## src/hdl/uhcf_pkg.sv

```systemverilog
// package: offsets, field layout, reset values and states of the host command fields block
package uhcf_pkg;

    // ------------------------------------------------------------
    // bus geometry
    // ------------------------------------------------------------
    localparam int unsigned ADDR_W   = 12;
    localparam int unsigned DATA_W   = 32;
    localparam int unsigned STRB_W   = 4;
    localparam int unsigned THRESH_W = 8;

    // ------------------------------------------------------------
    // register byte offsets
    // ------------------------------------------------------------
    localparam logic [ADDR_W-1:0] OFF_COMMAND  = 12'h000;
    localparam logic [ADDR_W-1:0] OFF_STATUS   = 12'h004;
    localparam logic [ADDR_W-1:0] OFF_IRQ_EN   = 12'h008;
    localparam logic [ADDR_W-1:0] OFF_PERIODIC = 12'h014;
    localparam logic [ADDR_W-1:0] OFF_ASYNC    = 12'h018;

    // ------------------------------------------------------------
    // command register field positions
    // ------------------------------------------------------------
    localparam int unsigned CMD_THRESH_LSB = 16;
    localparam int unsigned CMD_THRESH_MSB = 23;
    localparam int unsigned CMD_DOORBELL   = 6;
    localparam int unsigned CMD_ASYNC_EN   = 5;
    localparam int unsigned CMD_PERIOD_EN  = 4;

    // status and interrupt enable: async-advance flag position
    localparam int unsigned STS_ASYNC_ADV  = 5;

    // ------------------------------------------------------------
    // threshold codes, in micro-frames
    // ------------------------------------------------------------
    localparam logic [THRESH_W-1:0] THRESH_RESERVED = 8'h00;
    localparam logic [THRESH_W-1:0] THRESH_1        = 8'h01;
    localparam logic [THRESH_W-1:0] THRESH_8        = 8'h08;
    localparam logic [THRESH_W-1:0] THRESH_64       = 8'h40;

    // ------------------------------------------------------------
    // values after reset
    // ------------------------------------------------------------
    localparam logic [THRESH_W-1:0] RST_THRESH   = THRESH_8;
    localparam logic                RST_ENABLE   = 1'b0;
    localparam logic [DATA_W-1:0]   RST_POINTER  = 32'h0000_0000;
    localparam logic [DATA_W-1:0]   RST_COMMAND  = 32'h0008_0000;

    // doorbell handshake, gray coded along idle -> rung -> flagged
    typedef enum logic [1:0] {
        DB_IDLE    = 2'b00,
        DB_RUNG    = 2'b01,
        DB_FLAGGED = 2'b11
    } uhcf_db_state_type;

endpackage : uhcf_pkg

```

## src/hdl/uhcf_command_fields.sv

```systemverilog
// module: host command fields, async-advance doorbell, schedule enables, APB slave
//
// Overview of operation
// - threshold field selects maximum interrupt interval of 1 to 64 micro-frames.
// - threshold resets to eight micro-frames, one millisecond.
// - park mode field always reads zero.
// - light reset bit is read-only zero.
// - after cache eviction the async-advance status flag is set.
// - doorbell clears itself after the status flag is set.
// - flag with enable raises interrupt at next threshold boundary.
// - async schedule enable resets to zero, gates async list fetching.
// - periodic schedule enable resets to zero, gates periodic list fetching.
//
// Decided for this implementation: register access over APB and the address map.
`timescale 1ns/10ps
module uhcf_command_fields
    import uhcf_pkg::*;
(
    // clock and reset
    input  wire logic                          mclk,
    input  wire logic                          srst,
    // apb slave
    input  wire logic                          psel,
    input  wire logic                          penable,
    input  wire logic                          pwrite,
    input  wire logic [uhcf_pkg::ADDR_W-1:0]   paddr,
    input  wire logic [uhcf_pkg::DATA_W-1:0]   pwdata,
    input  wire logic [uhcf_pkg::STRB_W-1:0]   pstrb,
    output logic      [uhcf_pkg::DATA_W-1:0]   prdata,
    output logic                               pready,
    output logic                               pslverr,
    // schedule engine
    input  wire logic                          asyncAdvanceDone,
    output logic                               doorbellRequest,
    output logic                               asyncScheduleEnable,
    output logic                               periodicScheduleEnable,
    output logic      [uhcf_pkg::DATA_W-1:0]   asyncListPointer,
    output logic      [uhcf_pkg::DATA_W-1:0]   periodicListPointer,
    output logic      [uhcf_pkg::THRESH_W-1:0] thresholdCode,
    // frame timer and interrupt
    input  wire logic                          microFrameTick,
    output logic                               irqOut
);

    // ------------------------------------------------------------
    // declarations
    // ------------------------------------------------------------
    uhcf_db_state_type   dbState;
    uhcf_db_state_type   next_dbState;

    logic                asyncAdvFlag;
    logic                asyncAdvIrqEnable;
    logic                next_asyncAdvFlag;

    logic [DATA_W-1:0]   byteMask;
    logic                setupPhase;
    logic                accessPhase;
    logic                wrStrobe;
    logic                hitCommand;
    logic                hitStatus;
    logic                hitIrqEn;
    logic                hitPeriodic;
    logic                hitAsync;
    logic                addrMapped;

    logic                wrCommand;
    logic                wrStatus;
    logic                wrIrqEn;
    logic                wrPeriodic;
    logic                wrAsync;

    logic                ringDoorbell;
    logic                clearAdvFlag;
    logic                doorbellBit;

    logic [DATA_W-1:0]   commandView;
    logic [DATA_W-1:0]   statusView;
    logic [DATA_W-1:0]   irqEnView;
    logic [DATA_W-1:0]   readMux;
    logic [THRESH_W-1:0] next_threshold;
    logic [DATA_W-1:0]   next_asyncPtr;
    logic [DATA_W-1:0]   next_periodicPtr;
    logic                irqLine;

    // ------------------------------------------------------------
    // apb decode
    // ------------------------------------------------------------
    // setup phase loads the answer; the access phase completes with no wait
    assign setupPhase  = psel && !penable;
    assign accessPhase = psel && penable && pready;
    assign wrStrobe    = accessPhase && pwrite && !pslverr;

    // address compare on whole words; low two bits must be zero
    assign hitCommand  = (paddr == OFF_COMMAND);
    assign hitStatus   = (paddr == OFF_STATUS);
    assign hitIrqEn    = (paddr == OFF_IRQ_EN);
    assign hitPeriodic = (paddr == OFF_PERIODIC);
    assign hitAsync    = (paddr == OFF_ASYNC);
    assign addrMapped  = hitCommand || hitStatus || hitIrqEn || hitPeriodic || hitAsync;

    // per-register write strobes
    assign wrCommand   = wrStrobe && hitCommand;
    assign wrStatus    = wrStrobe && hitStatus;
    assign wrIrqEn     = wrStrobe && hitIrqEn;
    assign wrPeriodic  = wrStrobe && hitPeriodic;
    assign wrAsync     = wrStrobe && hitAsync;

    // byte lanes expanded to a bit mask
    assign byteMask = {{8{pstrb[3]}}, {8{pstrb[2]}}, {8{pstrb[1]}}, {8{pstrb[0]}}};

    // ------------------------------------------------------------
    // command register: next values
    // ------------------------------------------------------------
    // only the threshold, the doorbell and two enables are stored; all else is dropped
    assign next_threshold = wrCommand && pstrb[2]
                          ? pwdata[CMD_THRESH_MSB:CMD_THRESH_LSB]
                          : thresholdCode;

    // doorbell is set by a written one only; a written zero does nothing
    assign ringDoorbell = wrCommand && pstrb[0] && pwdata[CMD_DOORBELL];

    // ------------------------------------------------------------
    // schedule list pointers: byte-lane merge
    // ------------------------------------------------------------
    assign next_asyncPtr    = (asyncListPointer & ~byteMask) | (pwdata & byteMask);
    assign next_periodicPtr = (periodicListPointer & ~byteMask) | (pwdata & byteMask);

    // ------------------------------------------------------------
    // doorbell handshake
    // ------------------------------------------------------------
    // flagged state gives one cycle in which the flag is up and the bell still reads one
    always_comb begin
        next_dbState = dbState;
        case (dbState)
            DB_IDLE: begin
                if (ringDoorbell) begin
                    next_dbState = DB_RUNG;
                end
            end
            DB_RUNG: begin
                if (asyncAdvanceDone) begin
                    next_dbState = DB_FLAGGED;
                end
            end
            DB_FLAGGED: begin
                // a fresh ring here starts a new request rather than being lost
                next_dbState = ringDoorbell ? DB_RUNG : DB_IDLE;
            end
            default: begin
                next_dbState = DB_IDLE;
            end
        endcase
    end

    assign doorbellBit = (dbState != DB_IDLE);

    // ------------------------------------------------------------
    // async-advance status flag
    // ------------------------------------------------------------
    // write-one-to-clear; an eviction in the same cycle keeps the flag set
    assign clearAdvFlag = wrStatus && pstrb[0] && pwdata[STS_ASYNC_ADV];
    assign next_asyncAdvFlag = ((dbState == DB_RUNG) && asyncAdvanceDone)
                             || (asyncAdvFlag && !clearAdvFlag);

    // ------------------------------------------------------------
    // read views
    // ------------------------------------------------------------
    // park mode, light reset and reserved bytes are constant zero
    always_comb begin
        commandView                                = {DATA_W{1'b0}};
        commandView[CMD_THRESH_MSB:CMD_THRESH_LSB] = thresholdCode;
        commandView[CMD_DOORBELL]                  = doorbellBit;
        commandView[CMD_ASYNC_EN]                  = asyncScheduleEnable;
        commandView[CMD_PERIOD_EN]                 = periodicScheduleEnable;
    end

    always_comb begin
        statusView                = {DATA_W{1'b0}};
        statusView[STS_ASYNC_ADV] = asyncAdvFlag;
    end

    always_comb begin
        irqEnView                = {DATA_W{1'b0}};
        irqEnView[STS_ASYNC_ADV] = asyncAdvIrqEnable;
    end

    // read selection; unmapped words read as zero with an error
    assign readMux = hitCommand  ? commandView
                   : hitStatus   ? statusView
                   : hitIrqEn    ? irqEnView
                   : hitPeriodic ? periodicListPointer
                   : hitAsync    ? asyncListPointer
                   : {DATA_W{1'b0}};

    // ------------------------------------------------------------
    // apb answer
    // ------------------------------------------------------------
    // ready is a flop so it never combines with paddr on the way out
    always_ff @(posedge mclk) begin
        if (srst) begin
            pready  <= 1'b0;
            pslverr <= 1'b0;
            prdata  <= {DATA_W{1'b0}};
        end else if (setupPhase) begin
            pready  <= 1'b1;
            pslverr <= !addrMapped;
            prdata  <= pwrite ? {DATA_W{1'b0}} : readMux;
        end else begin
            pready  <= 1'b0;
            pslverr <= 1'b0;
        end
    end

    // ------------------------------------------------------------
    // command register storage
    // ------------------------------------------------------------
    // bits 31:24, 15:7 and 3:0 have no storage, so writes cannot reach them
    always_ff @(posedge mclk) begin
        if (srst) begin
            thresholdCode <= RST_THRESH;
        end else begin
            thresholdCode <= next_threshold;
        end
    end

    // schedule enables, low byte lane
    always_ff @(posedge mclk) begin
        if (srst) begin
            asyncScheduleEnable    <= RST_ENABLE;
            periodicScheduleEnable <= RST_ENABLE;
        end else if (wrCommand && pstrb[0]) begin
            asyncScheduleEnable    <= pwdata[CMD_ASYNC_EN];
            periodicScheduleEnable <= pwdata[CMD_PERIOD_EN];
        end
    end

    // ------------------------------------------------------------
    // doorbell state and request output
    // ------------------------------------------------------------
    always_ff @(posedge mclk) begin
        if (srst) begin
            dbState         <= DB_IDLE;
            doorbellRequest <= 1'b0;
        end else begin
            dbState         <= next_dbState;
            doorbellRequest <= (next_dbState == DB_RUNG);
        end
    end

    // ------------------------------------------------------------
    // status and interrupt enable storage
    // ------------------------------------------------------------
    always_ff @(posedge mclk) begin
        if (srst) begin
            asyncAdvFlag <= 1'b0;
        end else begin
            asyncAdvFlag <= next_asyncAdvFlag;
        end
    end

    always_ff @(posedge mclk) begin
        if (srst) begin
            asyncAdvIrqEnable <= 1'b0;
        end else if (wrIrqEn && pstrb[0]) begin
            asyncAdvIrqEnable <= pwdata[STS_ASYNC_ADV];
        end
    end

    // ------------------------------------------------------------
    // schedule list pointers
    // ------------------------------------------------------------
    // held whole; alignment of the pointers is left to the schedule engine
    always_ff @(posedge mclk) begin
        if (srst) begin
            asyncListPointer <= RST_POINTER;
        end else if (wrAsync) begin
            asyncListPointer <= next_asyncPtr;
        end
    end

    always_ff @(posedge mclk) begin
        if (srst) begin
            periodicListPointer <= RST_POINTER;
        end else if (wrPeriodic) begin
            periodicListPointer <= next_periodicPtr;
        end
    end

    // ------------------------------------------------------------
    // interrupt pacing
    // ------------------------------------------------------------
    // enable and flag are combined before the pacer so masking drops the line at once
    uhcf_irq_pacer u_pacer (
        .mclk           (mclk),
        .srst           (srst),
        .microFrameTick (microFrameTick),
        .thresholdCode  (thresholdCode),
        .eventPending   (asyncAdvFlag && asyncAdvIrqEnable),
        .irqLine        (irqLine)
    );

    // pacer output is already a flop; re-register keeps the top output style uniform
    always_ff @(posedge mclk) begin
        if (srst) begin
            irqOut <= 1'b0;
        end else begin
            irqOut <= irqLine;
        end
    end

endmodule // uhcf_command_fields

```

## src/hdl/uhcf_irq_pacer.sv

```systemverilog
// module: paces the interrupt line to the programmed micro-frame threshold
`timescale 1ns/10ps
module uhcf_irq_pacer
    import uhcf_pkg::*;
(
    // clock and reset
    input  wire logic                          mclk,
    input  wire logic                          srst,
    // pacing inputs
    input  wire logic                          microFrameTick,
    input  wire logic [uhcf_pkg::THRESH_W-1:0] thresholdCode,
    input  wire logic                          eventPending,
    // interrupt
    output logic                               irqLine
);

    logic [THRESH_W-1:0] tickCount;
    logic [THRESH_W-1:0] tickCountInc;
    logic                atBoundary;

    // ------------------------------------------------------------
    // boundary detect
    // ------------------------------------------------------------
    // the reserved code zero gives a boundary on every tick; harmless, just faster
    assign tickCountInc = tickCount + 8'h01;
    assign atBoundary   = microFrameTick && (tickCountInc >= thresholdCode);

    // micro-frame counter, restarts at each boundary
    always_ff @(posedge mclk) begin
        if (srst) begin
            tickCount <= 8'h00;
        end else if (atBoundary) begin
            tickCount <= 8'h00;
        end else if (microFrameTick) begin
            tickCount <= tickCountInc;
        end
    end

    // line rises only at a boundary, drops as soon as nothing is pending
    always_ff @(posedge mclk) begin
        if (srst) begin
            irqLine <= 1'b0;
        end else if (!eventPending) begin
            irqLine <= 1'b0;
        end else if (atBoundary) begin
            irqLine <= 1'b1;
        end
    end

endmodule // uhcf_irq_pacer

```

## config.mk

```make
export PLATFORM = sky130hd
export DESIGN_NAME = uhcf_command_fields
export DESIGN_NICKNAME = d
export VERILOG_FILES = /design/src/hdl/uhcf_pkg.sv /design/src/hdl/uhcf_command_fields.sv /design/src/hdl/uhcf_irq_pacer.sv
export SDC_FILE = /design/constraint.sdc
export NUM_CORES = 1
export LEC_CHECK = 0
export ABC_CLOCK_PERIOD_IN_PS = 3880
export BUFFER_PORTS_ARGS = -buffer_cell sky130_fd_sc_hd__buf_2
export CAP_MARGIN = 20
export CORE_ASPECT_RATIO = 0.7
export CORE_UTILIZATION = 45
export DETAILED_ROUTE_END_ITERATION = 8
export GPL_TIMING_DRIVEN = 0
export PLACE_DENSITY = 0.72
export SLEW_MARGIN = 20
export SYNTH_ARGS = -nofsm -noshare
export SYNTH_HDL_FRONTEND = slang
export SYNTH_SLANG_ARGS = --single-unit
```

## constraint.sdc

```tcl
create_clock -name mclk -period 3.88 [get_ports mclk]
set_input_delay 0.776 -clock mclk [delete_from_list [all_inputs] [get_ports mclk]]
set_output_delay 0.776 -clock mclk [all_outputs]
set_load 0.02 [all_outputs]
```

==> out/metrics.cfg <==
[global_routing]
grt_use_met2_pct = 40.6
grt_start_max_net_pins = 17
antenna_found_initial = 0
grt_pass1_wl_mm = 24.0
grt.busiest_layer = met2
first_global_vias = 4726
met3_usage_pct = 5.86
use_met1_pct = 33.4
grt.total_usage_pct = 25.5
gr-total-overflow = 0

[critical_path]
cp_max_fo = 8
r2r_cells = 8
ff2ff_setup_slack_ns = 1.04
crit_top_cell = and3_1
rr_startpoint = u_pacer.tickCount[2]
slowest_delay_ns = 0.52
crit_end = u_pacer.tickCount[6]
endpoint_kind = flip-flop
worstSetupPathType = flip-flop to flip-flop
cp_data_required_time_ns = 4.21
crit_arrival_ns = 3.17
cp_cell_sequence = and3_1, and3_1, xor2_1, ha_1, and3_1, a221oi_1, o21ai_1, nor2_1
cp-startpoint = u_pacer.tickCount[2]
worstReg2RegEnd = u_pacer.tickCount[6]
cp-start-kind = flip-flop
crit_slowest_cell = a221oi_1

[timing]
final_max_slew_viol_count = 0
slew_headroom_pct = 53.9
tightest_slew_ns = 0.692
skew_ns = 0.00837
min_period_ns = 2.84
fmax_mhz = 352
setup_tns_ns = 0
setup_viol = 0
period_share_pct = 73.2
rsz0062_at_grt = false
hold_viol = 0

[clocking]
numCtsBuffers = 17
cts_setup_buffers = 0
numClockSinks = 123
clk_pin_slew_worst_paths_ns = 0.06
htreeDepth = 4
cts_tree = built
clkLatencyLatePin_ns = 0.41
clock_path_buffers = 2
holdBufCountCts = 0
root_buffer = clkbuf_16
cts_resized = 0

[drt]
num_vias = 4792
drc = 0
ant_nets = 0
totalWireLength_mm = 15.1
drt_iter0_markers = 275
dr.pass1.iters = 4
wire_per_inst_um = 17.0
avgViaCountPerCell = 5.41

[logic_synthesis]
yosysWarningCount = 0
syn_inst = 541
async_flop_share_pct = 0
synth_top_area_share_pct = 46.9
synth_top_cell_by_area = dfxtp_1
syn_area_um2 = 5250
synth.yosys.seq_area_share_pct = 46.9
synth_nets = 605
synth.avg_cell_area_um2 = 9.71
synthTopCellsByArea = dfxtp_1 (47%), mux2i_1 (14%), nor2_1 (6.9%)
synth_edf_count = 0
yosysUniqueCellTypes = 43
ys.flop_type = dfxtp_1
synth-seq-cells = 123

[finish]
final_nets = 786
final_util_pct = 60.9
syn2layout_area_growth_pct = 29.5
n_fill_cell = 961
drive_gt1_share_pct = 29.6
antenna_cells = 0

[die]
dieArea_um2 = 12100
die_x_um = 131
initial_core_util_pct = 47.0
num_rows = 32
chipHeight_um = 92.4
boundaryPins = 165
core_um2 = 11200

[placed_design]
gp_congestion = 0.882
portBuffers = 162
place_hpwl_mm = 11.2

[status]
status = finished, final reports clean

[min_path]
hold-path-cell-count = 2
min_path_type = flip-flop to flip-flop

[power]
p_per_area_nw_per_um2 = 424
leakage_nw = 3.48
p_total_mw = 2.88
max-vdd-ir-drop_mv = 0.320

[run]
maxCapViolCount = 0

layer usage:
metal  vias up  part of all wire, %
met3        19                  6.6
met5         -                    0
met1      2337                   47
met4         0                  1.4
met2       173                   45
li1       2263                    -
placed cells by master, fill, tap and decap left out, types with 3 or more instances in the layout:
cell       synthesis  routed
o21ai_1           23      23
nor2_1            96      96
and2_1             3       3
inv_1              8       8
xnor2_1            4       4
clkinv_2           0       5
buf_4              8       8
clkbuf_16          0      17
and3_1             7       7
clkbuf_1          18      20
nand3_1            4       4
nand2_1           43      43
xor2_1             9       9
a22o_1            10      10
mux2i_1           75      75
a22oi_1           31      31
nand4_1            4       4
ha_1               9       9
buf_2              1     163
nor3_1             5       5
nand2b_1           4       4
nand4_4            8       8
nor2b_1            6       6
a21oi_1           14      14
buf_6              4       4
dfxtp_1          123     123
area by class of cell:
type / instances / area (um2) / area share, %
buffer: 31 / 178 / 2.61
clock buffer: 20 / 447 / 6.57
clock inverter: 9 / 100 / 1.47
inverter: 8 / 30.0 / 0.442
multi-input combinational: 379 / 2580 / 38.0
sequential: 123 / 2460 / 36.2
tap: 153 / 191 / 2.82
timing repair buffer: 162 / 811 / 11.9
power breakdown:
part | total [mW] | switching [mW] | internal [mW]
logic | 0.122 | 0.0809 | 0.0410
registers | 1.27 | 0.00324 | 1.27
clock network | 1.49 | 0.545 | 0.943
cell usage after synthesis, types with 2 or more instances:
library cell and count:
dfxtp_1 123, nor2_1 96, mux2i_1 75, nand2_1 43
a22oi_1 31, o21ai_1 23, clkbuf_1 18, a21oi_1 14
a22o_1 10, ha_1 9, xor2_1 9, buf_4 8
inv_1 8, nand4_4 8, and3_1 7, nor2b_1 6
nor3_1 5, buf_6 4, nand2b_1 4, nand3_1 4
nand4_1 4, xnor2_1 4, and2_1 3, a21o_1 2
a31oi_1 2, and4_1 2, nor4_2 2, or4_4 2
critical path, delay by kind of cell, from the launching register on:
kind            cells  cell delay, ns
simple gates        4            0.90
compound gates      2            0.90
flops               1            0.44
fa+ha+maj           1            0.28
xor+xnor            1            0.24
cell families after synthesis:
kind of cell	count (synthesis)	synth area share, %
and+or+nand+nor	193	19.3
buffers and inverters	39	3.96
adders and majority gates	9	2.14
muxes	75	14.3
xor gates and xnor gates	13	2.17
AOI/OAI and AO/OA	89	11.3
DFF	123	46.9
worst min-delay path by stage:
stage,to,from
after floorplan,u_pacer.irqLine,asyncAdvIrqEnable
after global placement,prdata[29],prdata[29]
after detailed placement,prdata[1],prdata[1]
after CTS,prdata[1],prdata[1]
after global routing,prdata[24],prdata[24]
final,prdata[1],prdata[1]
stage by stage:
| step | std cells | hold WS, ns | instance area (um2) | worst slack, ns |
|---|---|---|---|---|
| 3_5_place_dp | 856 | 0.440 | 6250 | 1.19 |
| 4_1_cts | 885 | 0.447 | 6800 | 1.17 |
| 2_1_floorplan | 541 | 0.440 | 5250 | 1.70 |
| 6_report | 885 | 0.445 | 6800 | 1.04 |
| 5_1_grt | 885 | 0.460 | 6800 | 0.948 |
| 3_3_place_gp | 856 | 0.432 | 6250 | 1.29 |
Note: power is estimated with default switching activity, not from simulation.
